File: src/hdl/ido_pkg.sv
// Constants, types and register map of the isolated output latch bank.
// Assumes a 32-bit bus that runs on the same clock as the block.
package ido_pkg;
    // Byte offsets of the output latches inside the eight-byte window
    localparam logic [2:0] OFS_G0_LO = 3'h0;
    localparam logic [2:0] OFS_G0_HI = 3'h1;
    localparam logic [2:0] OFS_G1_LO = 3'h2;
    localparam logic [2:0] OFS_UNUSED_A = 3'h3;
    localparam logic [2:0] OFS_G1_HI = 3'h4;
    localparam logic [2:0] OFS_G2_LO = 3'h5;
    localparam logic [2:0] OFS_G2_HI = 3'h6;
    localparam logic [2:0] OFS_UNUSED_B = 3'h7;
    localparam int WINDOW_BYTES = 8;
    localparam int OFS_BITS = 3;
    localparam logic [7:0] LATCH_RST = 8'h00;

    // Bus commands
    localparam logic [3:0] CMD_IO_RD = 4'h2;
    localparam logic [3:0] CMD_IO_WR = 4'h3;
    localparam logic [3:0] CMD_CFG_RD = 4'ha;
    localparam logic [3:0] CMD_CFG_WR = 4'hb;

    // Configuration dword indices
    localparam logic [5:0] CFG_IDX_ID = 6'h00;
    localparam logic [5:0] CFG_IDX_CMD = 6'h01;
    localparam logic [5:0] CFG_IDX_BAR0 = 6'h04;
    localparam logic [5:0] CFG_IDX_INTR = 6'h0f;
    localparam int CMD_IO_EN_BIT = 0;
    localparam logic [28:0] BAR_RST = 29'h0;
    localparam logic [7:0] INT_LINE_RST = 8'h00;
    localparam logic [7:0] INT_PIN_NONE = 8'h00;
    localparam logic [2:0] BAR_LOW_BITS = 3'h1;

    typedef enum logic [1:0] {
        ST_IDLE,
        ST_CLAIM,
        ST_XFER,
        ST_RELEASE
    } ido_state_e;

    typedef struct packed {
        logic [3:0] cmd;
        logic [31:0] addr;
    } ido_req_s;
endpackage

File: src/hdl/ido_latch_bank.sv
// Isolated output latch bank: bus target with config header and 48 output latches.
// Assumes bus pins are synchronous to mclk; the board resolves the three-state wires.
//
// Contract
// - Decode offset from low three address bits
// - Occupy eight byte-wide I/O locations
// - Fixed offset map, offsets 3 and 7 unused
// - Byte write latches and drives outputs
// - Byte read returns latched output state
// - Sixteen outputs per group, high byte +8; the code puts it 1, 2 and 1 bytes above the low byte
// - Identification codes in configuration space
// - Base and interrupt only from enumeration
// - Reset clears every output latch
module ido_latch_bank
    import ido_pkg::*;
#(
    parameter logic [15:0] VENDOR_CODE = 16'h1a2b, // Arbitrary value
    parameter logic [15:0] DEVICE_CODE = 16'h3c4d  // Arbitrary value
) (
    input wire logic mclk,
    input wire logic rst,
    input wire logic frameN,
    input wire logic irdyN,
    input wire logic idsel,
    input wire logic [3:0] cbeN,
    input wire logic [31:0] adIn,
    output logic [31:0] adOut,
    output logic adOe,
    output logic parOut,
    output logic parOe,
    output logic devselN,
    output logic trdyN,
    output logic stopN,
    output logic ctlOe,
    output logic [15:0] group0Out,
    output logic [15:0] group1Out,
    output logic [15:0] group2Out
);
    ido_state_e state_reg, state_next;
    ido_req_s req_reg, req_next;
    logic [7:0] latch_reg [WINDOW_BYTES];
    logic [7:0] latch_next [WINDOW_BYTES];
    logic ioEn_reg, ioEn_next;
    logic [28:0] bar_reg, bar_next;
    logic [7:0] intLine_reg, intLine_next;
    logic prevFrameN_reg;
    logic [31:0] adOut_reg, adOut_next;
    logic adOe_reg, adOe_next;
    logic parOut_reg, parOut_next;
    logic parOe_reg, parOe_next;
    logic devselN_reg, devselN_next;
    logic trdyN_reg, trdyN_next;
    logic stopN_reg, stopN_next;
    logic ctlOe_reg, ctlOe_next;

    logic start;
    logic hit;
    logic isRead;
    logic isCfg;
    logic [31:0] readWord;
    logic [5:0] cfgIdx;
    logic [2:0] byteOfs;

    // Address phase seen as the first cycle with frame low
    assign start = !frameN && prevFrameN_reg;

    always_comb begin
        hit = 1'b0;
        unique case (cbeN)
            CMD_IO_RD, CMD_IO_WR:
                hit = ioEn_reg && (adIn[31:OFS_BITS] == bar_reg);
            CMD_CFG_RD, CMD_CFG_WR:
                hit = idsel && (adIn[1:0] == 2'b00) && (adIn[10:8] == 3'b000);
            default:
                hit = 1'b0;
        endcase
    end

    assign isRead = (req_reg.cmd == CMD_IO_RD) || (req_reg.cmd == CMD_CFG_RD);
    assign isCfg = (req_reg.cmd == CMD_CFG_RD) || (req_reg.cmd == CMD_CFG_WR);
    assign cfgIdx = req_reg.addr[7:2];

    // Dword holding four byte lanes; unused slots never load, so they read zero
    always_comb begin
        readWord = 32'h0;
        if (isCfg) begin
            unique case (cfgIdx)
                CFG_IDX_ID: readWord = {DEVICE_CODE, VENDOR_CODE};
                CFG_IDX_CMD: readWord = {31'h0, ioEn_reg};
                CFG_IDX_BAR0: readWord = {bar_reg, BAR_LOW_BITS};
                CFG_IDX_INTR: readWord = {16'h0, INT_PIN_NONE, intLine_reg};
                default: readWord = 32'h0;
            endcase
        end else begin
            for (int i = 0; i < 4; i++) begin
                readWord[8*i +: 8] = latch_reg[{req_reg.addr[2], i[1:0]}];
            end
        end
    end

    always_comb begin
        state_next = state_reg;
        req_next = req_reg;
        latch_next = latch_reg;
        ioEn_next = ioEn_reg;
        bar_next = bar_reg;
        intLine_next = intLine_reg;
        adOut_next = adOut_reg;
        adOe_next = adOe_reg;
        devselN_next = devselN_reg;
        trdyN_next = trdyN_reg;
        stopN_next = stopN_reg;
        ctlOe_next = ctlOe_reg;
        byteOfs = 3'h0;
        unique case (state_reg)
            ST_IDLE: begin
                if (start && hit) begin
                    req_next.cmd = cbeN;
                    req_next.addr = adIn;
                    devselN_next = 1'b0;
                    ctlOe_next = 1'b1;
                    state_next = ST_CLAIM;
                end
            end
            ST_CLAIM: begin
                // Single data phase only: stop with the data ends any burst
                trdyN_next = 1'b0;
                stopN_next = 1'b0;
                adOe_next = isRead;
                adOut_next = readWord;
                state_next = ST_XFER;
            end
            ST_XFER: begin
                if (!irdyN) begin
                    if (req_reg.cmd == CMD_IO_WR) begin
                        for (int i = 0; i < 4; i++) begin
                            byteOfs = {req_reg.addr[2], i[1:0]};
                            if (!cbeN[i] && byteOfs != OFS_UNUSED_A && byteOfs != OFS_UNUSED_B) begin
                                latch_next[byteOfs] = adIn[8*i +: 8];
                            end
                        end
                    end else if (req_reg.cmd == CMD_CFG_WR) begin
                        if (cfgIdx == CFG_IDX_CMD && !cbeN[0]) begin
                            ioEn_next = adIn[CMD_IO_EN_BIT];
                        end
                        if (cfgIdx == CFG_IDX_BAR0) begin
                            for (int i = 0; i < 4; i++) begin
                                if (!cbeN[i]) begin
                                    if (i == 0) begin
                                        bar_next[4:0] = adIn[7:3];
                                    end else begin
                                        bar_next[8*i-3 +: 8] = adIn[8*i +: 8];
                                    end
                                end
                            end
                        end
                        if (cfgIdx == CFG_IDX_INTR && !cbeN[0]) begin
                            intLine_next = adIn[7:0];
                        end
                    end
                    devselN_next = 1'b1;
                    trdyN_next = 1'b1;
                    stopN_next = 1'b1;
                    adOe_next = 1'b0;
                    state_next = ST_RELEASE;
                end
            end
            ST_RELEASE: begin
                // Control lines driven high one cycle before letting go
                ctlOe_next = 1'b0;
                state_next = ST_IDLE;
            end
        endcase
    end

    // Parity trails the data it covers by one clock
    always_comb begin
        parOut_next = (^adOut_reg) ^ (^cbeN);
        parOe_next = adOe_reg;
    end

    always_ff @(posedge mclk) begin
        if (rst) begin
            state_reg <= ST_IDLE;
            req_reg <= '0;
            for (int i = 0; i < WINDOW_BYTES; i++) begin
                latch_reg[i] <= LATCH_RST;
            end
            ioEn_reg <= 1'b0;
            bar_reg <= BAR_RST;
            intLine_reg <= INT_LINE_RST;
            prevFrameN_reg <= 1'b1;
            adOut_reg <= 32'h0;
            adOe_reg <= 1'b0;
            parOut_reg <= 1'b0;
            parOe_reg <= 1'b0;
            devselN_reg <= 1'b1;
            trdyN_reg <= 1'b1;
            stopN_reg <= 1'b1;
            ctlOe_reg <= 1'b0;
        end else begin
            state_reg <= state_next;
            req_reg <= req_next;
            latch_reg <= latch_next;
            ioEn_reg <= ioEn_next;
            bar_reg <= bar_next;
            intLine_reg <= intLine_next;
            prevFrameN_reg <= frameN;
            adOut_reg <= adOut_next;
            adOe_reg <= adOe_next;
            parOut_reg <= parOut_next;
            parOe_reg <= parOe_next;
            devselN_reg <= devselN_next;
            trdyN_reg <= trdyN_next;
            stopN_reg <= stopN_next;
            ctlOe_reg <= ctlOe_next;
        end
    end

    assign adOut = adOut_reg;
    assign adOe = adOe_reg;
    assign parOut = parOut_reg;
    assign parOe = parOe_reg;
    assign devselN = devselN_reg;
    assign trdyN = trdyN_reg;
    assign stopN = stopN_reg;
    assign ctlOe = ctlOe_reg;
    assign group0Out = {latch_reg[OFS_G0_HI], latch_reg[OFS_G0_LO]};
    assign group1Out = {latch_reg[OFS_G1_HI], latch_reg[OFS_G1_LO]};
    assign group2Out = {latch_reg[OFS_G2_HI], latch_reg[OFS_G2_LO]};
endmodule

File: config.mk
export PLATFORM = sky130hd
export DESIGN_NAME = ido_latch_bank
export DESIGN_NICKNAME = d
export VERILOG_FILES = /design/src/hdl/ido_pkg.sv /design/src/hdl/ido_latch_bank.sv
export SDC_FILE = /design/constraint.sdc
export NUM_CORES = 1
export LEC_CHECK = 0
export ABC_AREA = 0
export BUFFER_PORTS_ARGS = -buffer_cell sky130_fd_sc_hd__buf_2
export CELL_PAD_IN_SITES_DETAIL_PLACEMENT = 0
export CELL_PAD_IN_SITES_GLOBAL_PLACEMENT = 1
export CORE_ASPECT_RATIO = 0.7
export CORE_MARGIN = 2
export CORE_UTILIZATION = 30
export DETAILED_ROUTE_END_ITERATION = 10
export GPL_TIMING_DRIVEN = 0
export PLACE_DENSITY_LB_ADDON = 0.1
export SYNTH_ARGS = -nofsm -noshare
export SYNTH_HDL_FRONTEND = slang
export SYNTH_SLANG_ARGS = --single-unit
File: constraint.sdc
create_clock -name mclk -period 4 [get_ports mclk]
set_input_delay 0.6 -clock mclk [delete_from_list [all_inputs] [get_ports mclk]]
set_output_delay 0.6 -clock mclk [all_outputs]
set_load 0.01 [all_outputs]
* Yosys cells after proc, flatten, opt, wreduce, memory -nomap -nowiden
Index checks and enable logic that the tools add are counted.
** Operators by class
- Reductions and logical operators :: 41
- Shift-type cells :: 0
- Magnitude comparators :: 8
- Bitwise gates (word level) :: 12
- $mul :: 0
- Muxes and demuxes :: 51
- Add/subtract/negate cells :: 0
- Div/mod/pow operators :: 0
- Equal/unequal tests :: 17
** Operators by type and width (count)
- two-way mux 64 bit :: 13
- bitwise mux 64 bit :: 4
- case mux 32 bit (4 select lines) :: 1
- binary-select mux 8 bit (select 3 bit) :: 4
- demux 8 bit (select 3 bit) :: 4
- two-way mux 8 bit :: 12
- two-way mux 32 bit :: 1
- parity 32 bit :: 1
- == test 29 bit :: 1
- AND reduction 6 bit :: 4
- == test 4 x 2 -> 1 bit (second input constant) :: 4
- == test 4 bit (second input constant) :: 4
- greater-or-equal comparator 4 bit (second input constant) :: 4
- < comparator 4 x 1 -> 1 bit (second input constant) :: 4
- NOT 3 -> 4 bit :: 4
- logical AND 1 bit :: 13
- case mux 1 bit (2 select lines) :: 5
- AND reduction 5 bit :: 2
- case mux 2 bit (4 select lines) :: 1
- AND reduction 2 bit :: 4
- NOT 1 bit :: 7
- == test 6 x 1 -> 1 bit (second input constant) :: 1
- == test 6 x 3 -> 1 bit (second input constant) :: 1
- == test 6 x 4 -> 1 bit (second input constant) :: 1
- other kinds (15) :: 29
** Word-level totals
- ROM bits :: 0
- Register bits after elaboration :: 155
- Logic and storage cells :: 154
- Bits of input ports :: 41
- Bits in writable memories :: 0
- Latch bits :: 0
- Memories kept :: 0

* Depth between registers and ports, before layout
- Depth in word-level cells :: 22
- Gate-level depth with buffers :: 10

* Worst setup path before layout
OpenSTA, ideal clock, no wires.
- Path type :: input to register
- Start point :: input port cbeN[0]
- End point :: register req_reg (netlist bit cfgIdx[2])
- Setup slack :: 1937 ps
- Data required time :: 3872 ps
- Arrival time :: 1936 ps
- Stages :: 10
- Buffers on the path :: 1
- Library setup time :: 128 ps
- Cells stage by stage :: inv_1 -> ha_1 -> o211ai_1 -> nor4_1 -> nand4_1 -> nor2_1 -> o211ai_1 -> buf_6 -> mux2i_1 -> nor2_1
** Between the ends
- Cells in the longest elaborated chain, start to end :: 5
- Elaborated cells between the ends (all ways) :: 9
- Those cells by class :: 4 x eq/ne; 1 x mux; 4 x reduce/logical
** Ends and longest elaborated chain
- start, declared :: line ido_latch_bank.sv:25 : input wire logic [3:0] cbeN,
- == test 4 bit or == test 4 x 2 -> 1 bit (tied branches) :: line ido_latch_bank.sv:69 : unique case (cbeN)
- OR reduction 2 bit :: line ido_latch_bank.sv:69
- case mux 1 bit (2 select lines) (*) :: line ido_latch_bank.sv:69
- logical AND 1 bit (*) :: line ido_latch_bank.sv:117 : if (start && hit) begin
- AND reduction 2 bit (no line) (*)
- end signal, assigned :: line ido_latch_bank.sv:203 : req_reg <= req_next;
- end, declared :: line ido_latch_bank.sv:40 : ido_req_s req_reg, req_next;
Mark *: on every way between the ends. The rest lies on a longest branch, timed or not.
A chain may end at the register's enable or synchronous reset.

* Final worst setup path
- Start point :: register state_reg[0]
- End point :: register latch_reg (netlist bit group2Out[15])
** Between the ends
- Cells in the longest elaborated chain, start to end :: 2
** Ends and longest elaborated chain
- start, declared :: line ido_latch_bank.sv:39 : ido_state_e state_reg, state_next;
- start signal, assigned :: line ido_latch_bank.sv:202 : state_reg <= state_next;
- == test 2 bit :: line ido_latch_bank.sv:115 : unique case (state_reg)
- AND reduction 3 bit (no line)
- end signal, assigned :: line ido_latch_bank.sv:204 : latch_reg <= latch_next;
- end, declared :: line ido_latch_bank.sv:41 : logic [7:0] latch_reg [WINDOW_BYTES];
No other way between the ends.

==> impl_results.md <==
* Buf+Inv Stages, Crit Path at 1
* DRT iter0 DRCs at 355
* #FFs+latches synth at 153
* DIE WIDTH at 191 um
* Crit Path Category: flip-flop to flip-flop
* FFs w/ async S/R, synth at 0%
* Final Hold Viols at 0
* Latest clock arrival within the worst-skew pair at 0.44 ns
* Core region area at 0.0238 mm2
* Fin nets at 1023
* YS warnings at 0
* Skew final at 0.00667 ns
* Area growth from synthesis to layout at 22.5%
* CTS Hold Bufs at 0
* Post-CTS sizing at 0
* Share of the synthesized area in the top cell type at 41.7%
* DRT Pass-1 Iters at 5
* Number of flops mapped to enable cells by yosys at 0
* Slew @ Worst Pin at 1.05 ns
* Design area at 0.00899 mm2
* Max Buffers Root-to-Sink at 2
* Total Routing Usage GR at 21.4%
* Critical Path RT at 4.30 ns
* FP Rows at 47
* Setup crit start kind: flip-flop
* Setup TNS at 0 ns
* Total power at 3430 uW
* Synth area leader: dfxtp_1
* Largest register FFs at 32
* H-tree depth at 4
* CP Cell Sequence: inv_1 > ha_1 > and2b_1 > nand2_1 > nor3_2 > nand3_1 > mux2i_1 > nor2_1
* Vias/cell at 4.86
* Vias in the first global route at 5825
* Unrepaired setup endpoints after global routing: false
* Synth Cell Area at 0.00734 mm2
* Clock tree sinks at 153
* Initial core utilization at 30.8%
* Synth top area cells: dfxtp_1 (42%), mux2i_1 (9.4%), nor2_1 (5.3%)
* Synthesized instance count at 828
* Synth cell types at 48
* Die Y-Extent at 135 um
* Reg area at 0.00306 mm2
* Setup violators final at 0
* Share of cells above drive strength 1 at 24.4%
* Initial antenna violation count at 0
* Critical path endpoint category: flip-flop
* Minimum clock period at 2.61 ns
* Gpl congestion at 0.827
* Total clock buffers created by CTS at 17
* CP delay by family, top: simple AND/OR/NAND/NOR gates
* Die area at 0.0258 mm2
* Clock Pin Slew Worst Setup and Hold Paths at 0.06 ns
* Commonest register cell after synthesis: dfxtp_1
* Syn avg cell area at 8.86 um2
* CP max-delay cell: nand3_1
* Final Max Tran Viols at 0
* Top Ports at 128
* Critical path arrival at 2.90 ns
* Leakage at 0.00386 uW
* Post-DR wirelength/cell at 20.8 um
* Total Wirelength at 27100 um
* Area after DPL at 0.00837 mm2
* Final ANT Viol Nets at 0
* DR vias at 6331
* Slew HR at 29.8%
* Remaining DRCs at 0
* Multi-input gate area at 0.00369 mm2
* Critical path fanouts, max at 8
* Max Clk Rate at 384 MHz
* Status: finished clean
* IR drop worst, VDD at 0.310 mV
* Fin crit share at 65.2%
* Crit-path max cell delay at 0.65 ns
* TritonCTS clock tree: yes
* HPWL Detailed at 20000 um
* Setup bufs post-CTS at 0
* First-pass GRT wire length at 39200 um
* MaxCap Viol Count at 0
* Hold Path Class: input port to flip-flop
* Syn_nets at 878
* PD cells at 381 mW/mm2
* Largest net degree at the start of global routing at 17
* Root buf cell: clkbuf_16
* Number of I/O port buffers at 126
* Total gr overflow at 0
* Fillers at 2522
* Post-synthesis sequential area ratio at 41.7%
## per-layer routing
layer / GRT usage (%) / up-vias / part of all wire, %
met2: 29.4 / 172 / 40
met3: 3.38 / 19 / 5.2
met4: 5.04 / 0 / 0.91
li1: - / 3072 / -
met5: 0 / - / 0
met1: 34.0 / 3068 / 54
## per-stage QoR
step | setup WS, ns | instances | util [%] | hold slack, ns
global placement | 1.13 | 1272 | 35.1 | 0.447
floorplan | 1.94 | 828 | - | 0.432
finish | 1.39 | 1304 | 37.7 | 0.388
CTS | 1.38 | 1303 | 37.7 | 0.383
global route | 1.18 | 1303 | 37.7 | 0.401
detailed placement | 1.14 | 1272 | 35.1 | 0.451
## synthesized netlist by cell type (all sizes together), types with 2 or more instances
| cell type | n |
|---|---|
| o211ai | 3 |
| nand2 | 79 |
| xor2 | 32 |
| mux2 | 13 |
| o21ai | 5 |
| or2 | 3 |
| xnor2 | 30 |
| a221oi | 16 |
| o221ai | 3 |
| nor2b | 18 |
| clkbuf | 36 |
| inv | 7 |
| ha | 9 |
| mux2i | 69 |
| a21oi | 69 |
| buf | 58 |
| a211oi | 18 |
| nand2b | 11 |
| or3 | 3 |
| nand3 | 32 |
| or2b | 7 |
| or4 | 2 |
| a22oi | 2 |
| dfxtp | 153 |
| nor2 | 113 |
| nor3 | 16 |
| nor4 | 10 |
| nand4 | 2 |
## cell usage in the layout, fill, tap and decap left out, types with 3 or more instances in the layout
cell / netlist / final
dfxtp_1: 153 / 153
buf_2: 4 / 130
nor2_1: 104 / 104
nand2_1: 79 / 79
a21oi_1: 69 / 69
mux2i_1: 69 / 69
buf_4: 50 / 50
clkbuf_1: 36 / 38
nand3_1: 32 / 32
xor2_1: 32 / 32
xnor2_1: 30 / 30
a211oi_1: 18 / 18
nor2b_1: 18 / 18
clkbuf_16: 0 / 17
a221oi_1: 16 / 16
nor3_1: 15 / 15
mux2_2: 13 / 13
nand2b_1: 10 / 10
nor4_1: 9 / 9
ha_1: 9 / 9
inv_1: 7 / 7
or2b_1: 7 / 7
o21ai_0: 5 / 5
clkinv_2: 0 / 5
bufinv_16: 0 / 4
nor2_2: 3 / 3
or3_1: 3 / 3
nor2_4: 3 / 3
nor2_8: 3 / 3
o221ai_1: 3 / 3
o211ai_1: 3 / 3
clkbuf_8: 0 / 3
## area by class of cell
cell class	instances	area share [%]
antenna	1	0.0278
clock inverter	9	1.61
multi-input combinational	574	41.0
timing repair buffer	126	7.01
buffer	94	6.24
inverter	7	0.292
tap	318	4.43
clock buffer	22	5.27
sequential	153	34.1
## worst paths after layout
check                 start             end  slack [ns]  cells past startpoint
max            state_reg[0]   group2Out[15]        1.39                      8
min                  frameN  prevFrameN_reg        0.39                      2
max reg2reg    state_reg[0]   group2Out[15]        1.39                      8
min reg2reg  intLine_reg[2]  intLine_reg[2]        0.46                      2
## kinds of logic (layout without fill, tap and decap cells)
group	after synthesis	count (layout)	share of synthesized area (%)
DFF	153	153	41.7
adders and majority gates	9	9	1.53
muxes	82	82	11.4
AOI/OAI and AO/OA	122	122	10.3
and+or+nand+nor	299	299	19.7
other	0	1	0
buffers and inverters	101	258	8.00
xor gates and xnor gates	62	62	7.40
## power by group
group	switching, uW	total [uW]	internal [uW]	leakage, uW
Combinational	109	152	43.0	0.00232
Clock	661	1750	1090	0.000310
Sequential	1.96	1530	1530	0.00123
No activity file was read; power rests on OpenSTA's default activity.
